File: config.mk
export PLATFORM = sky130hd
export DESIGN_NAME = strap_pin_mux
export DESIGN_NICKNAME = d
export VERILOG_FILES = /design/src/design/strap_mux_pkg.sv /design/src/design/strap_pin_mux.sv
export SDC_FILE = /design/constraint.sdc
export NUM_CORES = 1
export LEC_CHECK = 0
export BUFFER_PORTS_ARGS = -buffer_cell sky130_fd_sc_hd__buf_2
export CORE_ASPECT_RATIO = 1.4
export CORE_UTILIZATION = 40
export CTS_CLUSTER_SIZE = 8
export DETAILED_ROUTE_END_ITERATION = 10
export PLACE_DENSITY = 0.8
export SETUP_SLACK_MARGIN = 0.3
export SYNTH_ARGS = -nofsm -noshare
export SYNTH_HDL_FRONTEND = slang
export SYNTH_SLANG_ARGS = --single-unit
File: constraint.sdc
create_clock -name clk -period 2.1 [get_ports clk]
set_input_delay 0.21 -clock clk [delete_from_list [all_inputs] [get_ports clk]]
set_output_delay 0.21 -clock clk [all_outputs]
set_load 0.01 [all_outputs]
File: src/design/strap_mux_pkg.sv
// strap_mux_pkg: shared types and constants for the strap pin multiplexer
// assumes one clock domain and a synchronous active-low reset
package strap_mux_pkg;

  localparam int DRAM_ADDR_W = 12;
  localparam int STRAP_BANK_HI = 8;
  localparam int STRAP_BANK_LO = 7;
  localparam int STRAP_PARITY = 6;
  localparam logic [1:0] BANK_MODE_LBUS = 2'h0;
  localparam logic [1:0] BANK_MODE_BSEL = 2'h1;
  localparam logic [3:0] CLKSEL_RESET = 4'h0;
  // reset lets go of strap pins 8:6 and keyboard ports 3:0 so pulls are read
  localparam logic [DRAM_ADDR_W-1:0] ADDR_OE_RESET = 12'h1CF;

  // core-side strobes that the pin mux routes out, all except addr_sel
  typedef struct packed {
    logic [1:0] out_enable_n;
    logic [1:0] chip_select_n;
    logic [3:0] byte_write_n;
    logic [1:0] addr_sel;
    logic tag_write_n;
  } cache_ctl_t;

  typedef struct packed {
    logic [3:0] row_strobe_n;
    logic [3:0] col_strobe_n;
    logic write_n;
    logic low_bank_n;
    logic high_bank_n;
  } dram_ctl_t;

  // peripheral selects requested by the core, active low
  typedef struct packed {
    logic boot_rom_n;
    logic keyboard_n;
    logic clock_data_n;
    logic clock_rw_n;
    logic periph_we_n;
    logic drive_read_n;
    logic drive_write_n;
  } periph_sel_t;

  typedef struct packed {
    logic lbus_mode;
    logic bank_mode;
    logic isa_mode;
    logic parity_mode;
  } strap_cfg_t;

endpackage : strap_mux_pkg

File: src/design/strap_pin_mux.sv
// strap_pin_mux: strap-selected routing of cache, dram and peripheral pins
// assumes synchronous inputs; bidirectional pins split into in/out/oe_n
//
// Behaviour
// - address bits 8:7 strapped 00 give second local-bus request and grant.
// - strap 01 gives low and high dram bank selects on shared pins.
// - bit 8 strapped 1 gives isa memory read and turbo-bus-active.
// - two cache output enables, two chip selects, four byte write enables.
// - two banks: each addr select is A3; one bank: A2 and A3.
// - eight-bit bidirectional tag bus and a tag write enable.
// - one row strobe per bank pair; bank selects split double pairs.
// - fourth row strobe pin carries address bit 11 when bank 3 absent.
// - during reset row strobe pins carry clock frequency selects.
// - one column strobe per byte lane and one shared dram write enable.
// - address pins 0-3 carry selects in non-dram cycles, qualified by demux.
// - during reset address pins 0-3 are keyboard controller input ports.
// - pins 4-7 carry peripheral control; pin 8 strobes the external latch.
// - bit 6 strapped high makes parity pins bidirectional dram parity.
// - bit 6 strapped low makes parity pins unqualified selects and strobes.
// - demux control high in dram cycles, low in isa i/o cycles.
`timescale 1ns/1ps
module strap_pin_mux
  import strap_mux_pkg::*;
(
  input wire logic clk,
  input wire logic rst_n,
  // core side
  input wire logic dram_cycle,
  input wire logic two_cache_banks,
  input wire logic bank3_absent,
  input wire logic [1:0] cache_addr_bits,
  input wire logic [DRAM_ADDR_W-1:0] core_dram_addr,
  input wire cache_ctl_t core_cache,
  input wire dram_ctl_t core_dram,
  input wire periph_sel_t core_periph,
  input wire logic [3:0] core_periph_ctl,
  input wire logic [3:0] clock_sel_cfg,
  input wire logic [7:0] core_tag_out,
  input wire logic core_tag_drive,
  input wire logic [3:0] core_parity_out,
  input wire logic core_parity_drive,
  input wire logic core_lbus_grant_n,
  input wire logic core_isa_memr_n,
  input wire logic core_turbo_n,
  output logic [7:0] core_tag_in,
  output logic [3:0] core_parity_in,
  output logic core_lbus_request_n,
  output logic [3:0] kbc_in_port,
  output strap_cfg_t strap_cfg,
  // pin side
  input wire logic [DRAM_ADDR_W-1:0] addr_pin_in,
  output logic [DRAM_ADDR_W-1:0] dram_row_col_addr,
  output logic [DRAM_ADDR_W-1:0] addr_pin_oe_n,
  output logic addr_demux_ctl,
  output logic [3:0] row_strobe_n,
  output logic [3:0] col_strobe_n,
  output logic dram_write_n,
  output logic [1:0] cache_out_enable,
  output logic [1:0] cache_chip_select,
  output logic [3:0] cache_byte_write_enable,
  output logic [1:0] cache_addr_sel,
  input wire logic [7:0] tag_data_in,
  output logic [7:0] tag_data_out,
  output logic tag_data_oe_n,
  output logic tag_write_enable,
  input wire logic [1:0] shared_pin_in,
  output logic [1:0] shared_pin_out,
  output logic [1:0] shared_pin_oe_n,
  input wire logic [3:0] mem_parity_in,
  output logic [3:0] mem_parity_out,
  output logic [3:0] mem_parity_oe_n
);

  ////////////////////////////////////////////////////////////////////////////
  // strap capture: sampled on the first edge after release, then frozen

  strap_cfg_t cfg_ff, nxt_cfg;
  logic held_ff, nxt_held;
  logic [3:0] kbc_ff, nxt_kbc;

  always_comb begin
    nxt_cfg = cfg_ff;
    nxt_held = held_ff;
    nxt_kbc = kbc_ff;
    if (!rst_n) begin
      nxt_held = 1'b0;
      nxt_kbc = addr_pin_in[3:0];
    end else if (!held_ff) begin
      nxt_held = 1'b1;
      nxt_cfg.isa_mode = addr_pin_in[STRAP_BANK_HI];
      nxt_cfg.lbus_mode = ({addr_pin_in[STRAP_BANK_HI],
                            addr_pin_in[STRAP_BANK_LO]} == BANK_MODE_LBUS);
      nxt_cfg.bank_mode = ({addr_pin_in[STRAP_BANK_HI],
                            addr_pin_in[STRAP_BANK_LO]} == BANK_MODE_BSEL);
      nxt_cfg.parity_mode = addr_pin_in[STRAP_PARITY];
    end
  end

  // cfg is not reset: it is loaded from the pins at release instead
  always_ff @(posedge clk) begin
    cfg_ff <= nxt_cfg;
    held_ff <= nxt_held;
    kbc_ff <= nxt_kbc;
  end

  assign strap_cfg = cfg_ff;
  assign kbc_in_port = kbc_ff;

  ////////////////////////////////////////////////////////////////////////////
  // registered pin outputs

  logic [DRAM_ADDR_W-1:0] addr_ff, nxt_addr;
  logic [DRAM_ADDR_W-1:0] addr_oe_ff, nxt_addr_oe;
  logic demux_ff, nxt_demux;
  logic [3:0] ras_ff, nxt_ras;
  logic [1:0] sh_ff, nxt_sh;
  logic [1:0] sh_oe_ff, nxt_sh_oe;
  logic [3:0] par_ff, nxt_par;
  logic [3:0] par_oe_ff, nxt_par_oe;

  always_comb begin
    nxt_addr = core_dram_addr;
    nxt_addr_oe = '0;
    nxt_demux = dram_cycle;
    nxt_ras = core_dram.row_strobe_n;
    nxt_sh = 2'h3;
    nxt_sh_oe = 2'h3;
    nxt_par = 4'hF;
    nxt_par_oe = 4'hF;
    if (!rst_n || !held_ff) begin
      nxt_ras = clock_sel_cfg;
      nxt_addr_oe = ADDR_OE_RESET;
      nxt_demux = 1'b1;
    end else begin
      if (bank3_absent) begin
        nxt_ras[3] = core_dram_addr[11];
      end
      if (!dram_cycle) begin
        nxt_addr[0] = core_periph.boot_rom_n;
        nxt_addr[1] = core_periph.keyboard_n;
        nxt_addr[2] = core_periph.clock_data_n;
        nxt_addr[3] = core_periph.clock_rw_n;
        nxt_addr[7:4] = core_periph_ctl;
        nxt_addr[8] = core_periph.periph_we_n;
      end
      if (cfg_ff.lbus_mode) begin
        nxt_sh[1] = core_lbus_grant_n;
        nxt_sh_oe = 2'h1;
      end else if (cfg_ff.bank_mode) begin
        nxt_sh = {core_dram.high_bank_n, core_dram.low_bank_n};
        nxt_sh_oe = 2'h0;
      end else begin
        nxt_sh = {core_turbo_n, core_isa_memr_n};
        nxt_sh_oe = 2'h0;
      end
      if (cfg_ff.parity_mode) begin
        nxt_par = core_parity_out;
        nxt_par_oe = {4{~core_parity_drive}};
      end else begin
        nxt_par = {core_periph.drive_write_n, core_periph.drive_read_n,
                   core_periph.keyboard_n, core_periph.clock_data_n};
        nxt_par_oe = 4'h0;
      end
    end
  end

  always_ff @(posedge clk) begin
    if (!rst_n) begin
      addr_ff <= '0;
      addr_oe_ff <= ADDR_OE_RESET;
      demux_ff <= 1'b1;
      ras_ff <= clock_sel_cfg;
      sh_ff <= 2'h3;
      sh_oe_ff <= 2'h3;
      par_ff <= 4'hF;
      par_oe_ff <= 4'hF;
    end else begin
      addr_ff <= nxt_addr;
      addr_oe_ff <= nxt_addr_oe;
      demux_ff <= nxt_demux;
      ras_ff <= nxt_ras;
      sh_ff <= nxt_sh;
      sh_oe_ff <= nxt_sh_oe;
      par_ff <= nxt_par;
      par_oe_ff <= nxt_par_oe;
    end
  end

  assign dram_row_col_addr = addr_ff;
  assign addr_pin_oe_n = addr_oe_ff;
  assign addr_demux_ctl = demux_ff;
  assign row_strobe_n = ras_ff;
  assign shared_pin_out = sh_ff;
  assign shared_pin_oe_n = sh_oe_ff;
  assign mem_parity_out = par_ff;
  assign mem_parity_oe_n = par_oe_ff;
  assign core_lbus_request_n = cfg_ff.lbus_mode ? shared_pin_in[0] : 1'b1;
  assign core_parity_in = mem_parity_in;

  ////////////////////////////////////////////////////////////////////////////
  // cache and dram strobes registered straight through; cache address selects pass the bank-count mux

  cache_ctl_t cache_ff;
  logic [1:0] asel_ff, nxt_asel;
  logic [3:0] cas_ff;
  logic dwe_ff;
  logic [7:0] tag_ff;
  logic tag_oe_ff;

  always_comb begin
    if (two_cache_banks) begin
      nxt_asel = {2{cache_addr_bits[1]}};
    end else begin
      nxt_asel = cache_addr_bits;
    end
  end

  always_ff @(posedge clk) begin
    if (!rst_n) begin
      cache_ff <= '1;
      asel_ff <= '0;
      cas_ff <= 4'hF;
      dwe_ff <= 1'b1;
      tag_ff <= '0;
      tag_oe_ff <= 1'b1;
    end else begin
      cache_ff <= core_cache;
      asel_ff <= nxt_asel;
      cas_ff <= core_dram.col_strobe_n;
      dwe_ff <= core_dram.write_n;
      tag_ff <= core_tag_out;
      tag_oe_ff <= ~core_tag_drive;
    end
  end

  assign cache_out_enable = cache_ff.out_enable_n;
  assign cache_chip_select = cache_ff.chip_select_n;
  assign cache_byte_write_enable = cache_ff.byte_write_n;
  assign cache_addr_sel = asel_ff;
  assign tag_write_enable = cache_ff.tag_write_n;
  assign tag_data_out = tag_ff;
  assign tag_data_oe_n = tag_oe_ff;
  assign core_tag_in = tag_data_in;
  assign col_strobe_n = cas_ff;
  assign dram_write_n = dwe_ff;
endmodule : strap_pin_mux

Word level (Yosys, flattened, before mapping)
Index checks and enable logic that the tools add are counted.
W data, S select, Z words.
{"block": "word_totals", "reg_bits": 75, "ramBits": 0, "latchBits": 0, "out_inout_bits": 87, "mem_bits_ro": 0, "mem_count": 0}
{"block": "op_classes", "shifts": 0, "n_addsub": 0, "n_div": 0, "order_cmp": 0, "mul": 0, "n_reduce_logical": 7, "bitwise_logic": 4, "muxes": 15, "eq_ne": 1}
{"op": "$mux W9", "n": 3}
{"op": "$mux W4", "n": 3}
{"op": "$mux W1", "n": 7}
{"op": "$not A1 Y1", "n": 4}
{"op": "$mux W3", "n": 1}
{"op": "$reduce_or A3 Y1", "n": 1}
{"op": "$eq A2 B1 Y1 const B", "n": 1}
{"op": "$logic_not A1 Y1", "n": 2}
{"op": "$logic_not A2 Y1", "n": 1}
{"op": "$mux W2", "n": 1}
{"op": "$reduce_and A2 Y1", "n": 1}
{"op": "$reduce_or A2 Y1", "n": 1}
{"op": "$logic_or A1 B1 Y1", "n": 1}

Longest topological paths before layout
Gate-level depths: netlist of run 1.
{"block": "logic_depth", "word_depth": 4, "mapped_depth": 4, "ltp_nobuf": 3}

Worst setup path after synthesis of run 1
OpenSTA, ideal clock, no wires.
{"block": "synth_path", "kind": "input to register", "from": "in rst_n", "to": "reg cfg_ff, in the netlist strap_cfg[0] (enable)", "setup_time_ns": 0.329, "setup_slack_ns": 0.929, "required_time_ns": 1.771, "n_path_buf": 2, "t_arrival_ns": 0.841, "path_stages": 4, "cell_sequence": "buf_2 buf_4 inv_1 nor2_1"}
{"block": "synth_via", "elab_chain_len": 1}
{"element": "start: declaration", "line": "strap_pin_mux.sv:26", "text": "input wire logic rst_n,"}
{"element": "$reduce_and A2 Y1 (no line)"}
{"element": "end signal: assignment", "line": "strap_pin_mux.sv:101", "text": "cfg_ff <= nxt_cfg;"}
{"element": "end: declaration", "line": "strap_pin_mux.sv:77", "text": "strap_cfg_t cfg_ff, nxt_cfg;"}
No other way between the ends.
A chain may end at the register's enable or synchronous reset.

Worst setup path in the final report of run 1
{"block": "layout_path", "from": "reg held_ff", "to": "reg addr_ff[1] (netlist: dram_row_col_addr[1])"}
{"block": "layout_via", "elab_chain_len": 3}
{"element": "start: declaration", "line": "strap_pin_mux.sv:78", "text": "logic held_ff, nxt_held;"}
{"element": "start signal: assignment", "line": "strap_pin_mux.sv:102", "text": "held_ff <= nxt_held;"}
{"element": "$logic_not A1 Y1", "line": "strap_pin_mux.sv:130", "text": "if (!rst_n || !held_ff) begin"}
{"element": "$logic_or A1 B1 Y1", "line": "strap_pin_mux.sv:130"}
{"element": "$mux W9", "line": "strap_pin_mux.sv:130"}
{"element": "end signal: assignment", "line": "strap_pin_mux.sv:178", "text": "addr_ff <= nxt_addr;"}
{"element": "end: declaration", "line": "strap_pin_mux.sv:112", "text": "logic [DRAM_ADDR_W-1:0] addr_ff, nxt_addr;"}
No other way between the ends.

==> results of run 1 <==
==> area by class of cell <==
| cell class | count | area [um2] |
|---|---|---|
| repair buffers | 149 | 748 |
| clock inverters | 3 | 65.1 |
| well taps | 64 | 80.1 |
| clock buffers | 13 | 170 |
| fillers | 465 | 2010 |
| inverters | 14 | 57.6 |
| flip-flops and latches | 61 | 1300 |
| multi-input cells | 79 | 526 |
==> critical path, stage by stage, from the launching register on <==
cell,delay [ns]
dfxtp_1,0.41
nand3b_1,0.45
mux2i_1,0.32
==> kinds of logic (layout without fill, tap and decap cells) <==
logic type | after synthesis | in the layout | share of synthesized area [%]
compound gates | 6 | 6 | 1.77
buf+inv | 47 | 179 | 14.3
flops | 61 | 61 | 61.5
mux | 18 | 18 | 9.23
other cells | 1 | 5 | 0.177
simple gates | 50 | 50 | 13.0
==> through the flow <==
stage	instances	power (uW)	cell area [um2]	hold WS [ns]	worst slack, ns
2_1_floorplan	187	1470	2130	0.238	0.929
3_3_place_gp	367	1570	2710	0.381	0.795
3_5_place_dp	367	1580	2710	0.382	0.788
4_1_cts	383	2780	2950	0.0218	0.785
5_1_grt	383	2850	2950	0.0368	0.724
6_report	383	2740	2950	0.0386	0.831
==> Yosys cell counts, drive strengths merged <==
library cell,count
edfxtp,8
nand2b,15
and3b,1
nor2,3
o21ai,1
clkbuf,3
o211ai,2
mux2i,15
conb,1
nand2,15
a21oi,2
inv,14
dfxtp,53
nor2b,2
nand3b,1
and2,13
a22oi,1
buf,30
mux2,3
==> how the worst max path moves through the flow <==
| stage | startpoint | end | slack, ns | cells past startpoint |
|---|---|---|---|---|
| after detailed placement | rst_n | dram_row_col_addr[1] | 0.79 | 3 |
| final | held_ff | dram_row_col_addr[1] | 0.83 | 2 |
| after CTS | held_ff | dram_row_col_addr[1] | 0.78 | 2 |
| after floorplan | rst_n | strap_cfg[0] | 0.93 | 4 |
| after global routing | held_ff | dram_row_col_addr[1] | 0.72 | 2 |
| after global placement | rst_n | dram_row_col_addr[2] | 0.80 | 3 |
==> routing by layer <==
| layer | vias to the layer above | global-route usage [%] | wire (um) |
|---|---|---|---|
| met5 | - | 0 | 0 |
| met4 | 0 | 12.8 | 148 |
| met3 | 18 | 6.38 | 413 |
| met2 | 98 | 30.2 | 2470 |
| met1 | 695 | 13.8 | 1480 |
| li1 | 799 | - | - |
==> state kept, by name, summed over array words and instances (netlist names), 2 cells and up <==
name and cells:
tag_data_out 8, cache_byte_write_enable 4, strap_cfg 4, cache_addr_sel 2, shared_pin_out 2, shared_pin_oe_n 2
cache_out_enable 2, kbc_in_port 4, dram_row_col_addr 12, cache_chip_select 2, row_strobe_n 4, mem_parity_out 4
col_strobe_n 4
==> power breakdown <==
group | leakage, uW | internal (uW) | switching, uW
sequential | 0.000520 | 1250 | 20.5
combinational | 0.000922 | 143 | 134
clock | 0.000119 | 772 | 419
total | 0.00156 | 2170 | 574
==> results_dict.tcl, run 1 <==
set metrics [dict create \
    grt_pass1_wl_um 6590 \
    rows 30 \
    status "finished, final reports clean" \
    portBuffers 148 \
    ys_warn_count 0 \
    hpwl_um 3550 \
    ant_nets 0 \
    arrival_ns 1.51 \
    area_delta_synth_final_pct 39.4 \
    max_cap_viol_count 0 \
    hold_path.startpoint "core_tag_drive" \
    whs_endpoint "tag_data_oe_n" \
    hold_path_class "in -> reg" \
    grt_pass1_vias 1556 \
    num_vias 1610 \
    io-pin-count 186 \
    track_usage_pct 16.3 \
    critical_path.max_fanout 10 \
    grt_overflow_total 0 \
    syn_inst 183 \
    die_area_mm2 0.00559 \
    grt_max_degree 32 \
    drc 0 \
    min_delay_path_depth 2 \
    worstSetupEndpointType "register" \
    numCtsBuffers 9 \
    synth_area_leaders "dfxtp_1 (50%), edfxtp_1 (11%), buf_4 (9.6%)" \
    r2r_start "held_ff" \
    syn_area_mm2 0.00211 \
    drive_above_1_share_pct 52.7 \
    cp-start-kind "register" \
    fmax_ghz 0.788 \
    floorplan.initialDensity_pct 42.7 \
    reg2reg_slack_ns 0.83 \
    rsz0062_at_grt "no" \
    r2r_end "dram_row_col_addr[1]" \
    cts_setup_buffers 0 \
    die_w_um 63.5 \
    synth_seq_cells 61 \
    hold_viol 0 \
    post_cts_resized 0 \
    vdd_drop_max_mv 0.698 \
    fin_crit_ns 1.27 \
    finalWeightedCongestion 0.689 \
    clk_pin_slew_worst_paths_ns 0.06 \
    r2r_cells 2 \
    fin_tns_setup_ns 0 \
    fp.dieH_um 88.0 \
    ctsHtreeMaxLevel 3 \
    layout_common_cells "buf_2 (148), dfxtp_1 (53), nand2b_1 (15), mux2i_1 (15), nand2_1 (15)" \
    totalWireLength_um 4520 \
    core-area_mm2 0.00495 \
    cts_sinks 61 \
    power_density_mw_per_mm2 929 \
    antenna_found_initial 0 \
    clockBufferDepth 2 \
    fin_worst_skew_ns 0.00486 \
    synth_top_area_share_pct 50.2 \
    drtIter0Drc 37 \
    dr.pass1.iters 4 \
    syn-mean-instance-area_um2 11.6 \
    min_period_over_period_pct 60.4 \
    via_per_inst 4.20 \
    clk_latency_ns 0.33 \
    cts_tree "built" \
    layout.nets 413 \
    root_buffer "clkbuf_8" \
    leakage_uw 0.00156 \
    maxSlewHeadroom_pct 59.9 \
    ctsHoldBuffers 0 \
    post_drt_wl_per_cell_um 11.8 \
    setup_viol 0 \
    ys_types 24 \
    slew_violations 0 \
    ys_seq_area_share_pct 61.5 \
    worst_pin_slew_ns 0.599 \
    antenna-diode-count 0 \
    final_common_cell "buf_2" \
    fin_util_pct 59.5 \
    synth_top_area_cell "dfxtp_1" \
    worstSetupPathType "reg -> reg" \
    crit_required_ns 2.34 \
]
No activity file was read; power rests on OpenSTA's default activity.
==> run 2: changes to the inputs <==
--- a/config.mk
+++ b/config.mk
@@ -7,10 +7,10 @@
 export LEC_CHECK = 0
 export BUFFER_PORTS_ARGS = -buffer_cell sky130_fd_sc_hd__buf_2
 export CORE_ASPECT_RATIO = 1.4
-export CORE_UTILIZATION = 40
+export CORE_UTILIZATION = 37
 export CTS_CLUSTER_SIZE = 8
 export DETAILED_ROUTE_END_ITERATION = 10
-export PLACE_DENSITY = 0.8
+export PLACE_DENSITY = 0.75
 export SETUP_SLACK_MARGIN = 0.3
 export SYNTH_ARGS = -nofsm -noshare
 export SYNTH_HDL_FRONTEND = slang
==> constraint.sdc (replaced) <==
create_clock -name clk -period 1.3 [get_ports clk]
set_input_delay 0.13 -clock clk [delete_from_list [all_inputs] [get_ports clk]]
set_output_delay 0.13 -clock clk [all_outputs]
set_load 0.01 [all_outputs]
==> results_dict.tcl, run 2 (synthesis results as in run 1) <==
set metrics [dict create \
    seq_power_share_pct 48.7 \
    layout.nets 453 \
    cts_sinks 61 \
    via_per_inst 4.19 \
    clk_latency_ns 0.33 \
    grt_pass1_wl_um 7610 \
    grt_overflow_total 0 \
    finalWeightedCongestion 0.753 \
    fin_tns_setup_ns 0 \
    vdd_drop_max_mv 0.682 \
    power_density_mw_per_mm2 1260 \
    status "finished, final reports clean" \
    drtIter0Drc 69 \
    portBuffers 148 \
    fin_worst_skew_ns 0.00679 \
    critical_path.max_fanout 3 \
    die_area_mm2 0.00603 \
    io-pin-count 186 \
    cp_cell_sequence "nand2b_1 -> buf_2" \
    worstPathBufferInverterCount 1 \
    arrival_ns 0.96 \
    numCtsBuffers 9 \
    slowest_stage "edfxtp_1" \
    worstSetupPathType "reg -> out" \
    min_period_over_period_pct 84.1 \
    final_cells 426 \
    antenna-diode-count 0 \
    drive_above_1_share_pct 51.4 \
    fin_crit_ns 1.09 \
    layout_common_cells "buf_2 (141), dfxtp_1 (50), dlygate4sd3_1 (30)" \
    floorplan.initialDensity_pct 38.3 \
    cp-start-kind "register" \
    post_drt_wl_per_cell_um 12.0 \
    clock_power_share_pct 38.0 \
    largest_register_ffs 12 \
    area_delta_synth_final_pct 58.2 \
    slowest_delay_ns 0.42 \
    worstSetupEndpointType "output port" \
    num_vias 1786 \
    max_cap_viol_count 0 \
    ant_nets 0 \
    fp.dieH_um 91.4 \
    clockBufferDepth 2 \
    clk_pin_slew_worst_paths_ns 0.06 \
    rsz0062_at_grt "yes" \
    root_buffer "clkbuf_8" \
    hold_path_class "in -> reg" \
    fmax_ghz 0.915 \
    grt_max_degree 25 \
    switching_share_pct 23.1 \
    p_sw_uw 972 \
    dr.pass1.iters 4 \
    antenna_found_initial 0 \
    slew_violations 0 \
    dp_cells 374 \
    drc 0 \
    p_int_uw 3230 \
    die_w_um 65.9 \
    setup_viol 0 \
    leakage_uw 0.00174 \
    crit_required_ns 1.17 \
    ctsHtreeMaxLevel 3 \
    core-area_mm2 0.00553 \
    rows 32 \
    final_common_cell "buf_2" \
    totalWireLength_um 5110 \
    hold_viol 0 \
    track_usage_pct 17.4 \
    cts_tree "built" \
    hpwl_um 3540 \
    grt_pass1_vias 1684 \
    critPathTopFamily "flip-flops" \
    p_comb_share_pct 13.3 \
]
==> run 2: cell count changes in the layout (fill, tap and decap cells not counted), sizes merged <==
cell,change
buf,+10
bufinv,-2
clkbuf,-1
clkinv,+1
dlygate4sd3,+30
inv,+1
==> run 2: final timing paths <==
| kind | depth (start not counted) | slack [ns] | startpoint | to |
|---|---|---|---|---|
| setup / recovery | 2 | 0.21 | strap_cfg[3] | core_lbus_request_n |
| hold / removal | 2 | 0.01 | core_tag_out[5] | tag_data_out[5] |
| setup reg to reg | 3 | 0.28 | strap_cfg[3] | shared_pin_out[1] |
| hold reg to reg | 1 | 0.60 | held_ff | strap_cfg[0] |
==> run 2: area by class of cell <==
class,instances,area (um2)
Multi-Input combinational cell,79,529
Fill cell,464,2180
Sequential cell,61,1310
Tap cell,68,85.1
Timing Repair Buffer,189,1170
Clock buffer,12,176
Clock inverter,3,16.3
Inverter,14,60.1
==> run 2: worst register-to-register path, delay by kind of cell, from the launching register on <==
family | cells | cell delay (ns)
flip-flops | 1 | 0.42
AO/OA/AOI/OAI | 1 | 0.07
buffers and inverters | 1 | 0.16
AND/OR/NAND/NOR | 1 | 0.24
==> run 2: power groups by stage <==
stage | Clock (uW) | Sequential, uW | Combinational, uW
2_1_floorplan | 0 | 2150 | 218
3_3_place_gp | 0 | 2090 | 448
3_5_place_dp | 0 | 2100 | 457
4_1_cts | 1640 | 2050 | 536
5_1_grt | 1730 | 2060 | 608
6_report | 1600 | 2050 | 557
==> run 2: per-stage QoR <==
step	utilization (%)	hold WS, ns	cell area (um2)	setup slack, ns	total power (uW)
floorplan	-	0.158	2140	0.269	2370
global placement	49.7	0.260	2750	0.259	2540
detailed placement	49.7	0.260	2750	0.242	2550
CTS	59.0	0.000462	3260	0.191	4230
global route	60.5	0.000355	3340	0.134	4400
finish	60.5	0.0127	3340	0.207	4210
==> run 2: timing repair <==
| action | CTS | global route |
|---|---|---|
| buffers inserted | 6 | 1 |
| hold buffers | 27 | 3 |
| gates resized for setup | 2 | 10 |
| hold endpoints to repair | 27 | 3 |
| endpoints found under the setup margin | 15 | 23 |
==> run 2: metal layers <==
layer | global-route usage (%) | up-vias | wire length [um]
met5 | 0 | - | 0
met4 | 10.7 | 0 | 208
met3 | 7.04 | 21 | 424
met2 | 31.5 | 95 | 2790
met1 | 15.2 | 789 | 1680
li1 | - | 881 | -
==> run 3: changes to the inputs <==
--- a/config.mk
+++ b/config.mk
@@ -7,10 +7,10 @@
 export LEC_CHECK = 0
 export BUFFER_PORTS_ARGS = -buffer_cell sky130_fd_sc_hd__buf_2
 export CORE_ASPECT_RATIO = 1.4
-export CORE_UTILIZATION = 37
+export CORE_UTILIZATION = 34
 export CTS_CLUSTER_SIZE = 8
 export DETAILED_ROUTE_END_ITERATION = 10
-export PLACE_DENSITY = 0.75
+export PLACE_DENSITY = 0.72
 export SETUP_SLACK_MARGIN = 0.3
 export SYNTH_ARGS = -nofsm -noshare
 export SYNTH_HDL_FRONTEND = slang
==> constraint.sdc (replaced) <==
create_clock -name clk -period 1 [get_ports clk]
set_input_delay 0.1 -clock clk [delete_from_list [all_inputs] [get_ports clk]]
set_output_delay 0.1 -clock clk [all_outputs]
set_load 0.01 [all_outputs]
==> results_dict.tcl, run 3 (synthesis results as in run 1) <==
set metrics [dict create \
    pre_cts_ws_ns 0.0205 \
    clk_latency_ns 0.34 \
    slew_violations 0 \
    area_delta_synth_final_pct 81.1 \
    io-pin-count 186 \
    final_common_cell "buf_2" \
    cts_tree "built" \
    rsz0062_at_grt "yes" \
    layout.nets 476 \
    antenna_found_initial 0 \
    num-fill-cells 476 \
    setup_viol 3 \
    die_w_um 68.7 \
    die_area_mm2 0.00654 \
    num_vias 1915 \
    rows 33 \
    clockBufferDepth 2 \
    fp.dieH_um 95.3 \
    cp_cell_sequence "buf_6 -> nand2b_1 -> buf_2" \
    portBuffers 148 \
    largest_register_ffs 12 \
    reg2reg_slack_ns 0.02 \
    core-area_mm2 0.00595 \
    worstSetupPathType "reg -> out" \
    antenna-diode-count 0 \
    slowest_delay_ns 0.41 \
    critPathTopFamily "flip-flops" \
    ant_nets 0 \
    fin_worst_skew_ns 0.00967 \
    finalWeightedCongestion 0.641 \
    grt_pass1_wl_um 8030 \
    leakage_uw 0.00194 \
    critical_path.max_fanout 2 \
    multi_input_area_um2 549 \
    setup_ws_ns -0.150 \
    floorplan.initialDensity_pct 35.6 \
    whs_ns -0.0109 \
    dr.pass1.iters 4 \
    post_drt_wl_per_cell_um 12.9 \
    status "finished with violations" \
    max_cap_viol_count 0 \
    min_period_over_period_pct 115 \
    crit_required_ns 0.90 \
    via_per_inst 4.24 \
    cts_sinks 61 \
    grt_max_degree 29 \
    hold_viol 3 \
    fin_crit_ns 1.15 \
    root_buffer "clkbuf_8" \
    vdd_drop_max_mv 0.765 \
    drtIter0Drc 78 \
    hold_path_class "in -> reg" \
    power_density_mw_per_mm2 1550 \
    slowest_stage "edfxtp_1" \
    worstSetupEndpointType "output port" \
    clk_pin_slew_worst_paths_ns 0.07 \
    placed_area_mm2 0.00280 \
    numCtsBuffers 9 \
    ctsHtreeMaxLevel 3 \
    cp-start-kind "register" \
    layout_common_cells "buf_2 (119), dlygate4sd3_1 (48), buf_6 (35), dfxtp_1 (33), dfxtp_2 (17)" \
    arrival_ns 1.05 \
    track_usage_pct 17.6 \
    hpwl_um 3530 \
    ctsHoldBuffers 51 \
    fmax_ghz 0.870 \
    totalWireLength_um 5840 \
    design_area_mm2 0.00383 \
    drive_above_1_share_pct 55.0 \
    grt_pass1_vias 1834 \
    grt_overflow_total 0 \
    failed_checks "hold timing, setup timing" \
    seq_area_mm2 0.00133 \
    worstPathBufferInverterCount 2 \
    drc 0 \
]
run 3: changes by cell type in the layout (fill, tap and decap cells not counted), sizes merged:
cell          change
dlygate4sd3      +18
dlymetal6s4s      +3
buf               +2
bufinv            +1
clkbuf            +1
inv               -1
run 3: area by class of cell:
class	count	area share, %
Tap cell	70	2.29
Sequential cell	61	34.8
Clock buffer	13	4.71
Timing Repair Buffer	212	41.1
Clock inverter	3	1.05
Multi-Input combinational cell	79	14.3
Inverter	14	1.70
run 3: final timing paths:
kind / depth (start not counted) / end / startpoint
setup / recovery: 3 / core_lbus_request_n / strap_cfg[3]
hold / removal: 2 / row_strobe_n[0] / clock_sel_cfg[0]
setup reg to reg: 3 / row_strobe_n[2] / held_ff
hold reg to reg: 2 / row_strobe_n[3] / held_ff
run 3: routing by layer:
metal,vias up,part of all wire [%],track usage [%]
met4,0,5.1,15.3
li1,931,-,-
met1,853,32,14.8
met5,-,0,0
met2,101,55,31.4
met3,30,7.3,5.98
run 3: worst reg2reg max path, stage by stage, from the launching register on:
cell and delay, ns:
dfxtp_4 0.36, and2_4 0.19, inv_8 0.05, mux2_4 0.28
run 3: stage by stage:
stage | hold WS, ns | utilization, % | std cells | TNS, ns | power (uW)
4_1_cts | -0.0296 | 61.7 | 450 | -0.411 | 5910
3_3_place_gp | 0.200 | 47.0 | 380 | 0 | 3320
2_1_floorplan | 0.128 | - | 187 | -0.0933 | 3100
3_5_place_dp | 0.200 | 47.0 | 380 | 0 | 3340
5_1_grt | -0.0301 | 64.4 | 452 | -0.613 | 6220
6_report | -0.0109 | 64.4 | 452 | -0.274 | 5930
run 3: what timing repair did:
| action | in CTS | in global routing |
|---|---|---|
| pin swaps | 3 | 4 |
| setup buffers | 3 | 2 |
| setup endpoints to repair | 96 | 100 |
| resized for setup | 29 | 39 |
| hold endpoints to repair | 50 | 3 |
run 3: power breakdown:
group	internal (uW)	switching (uW)
registers	2630	57.3
clock network	1430	915
logic	550	341
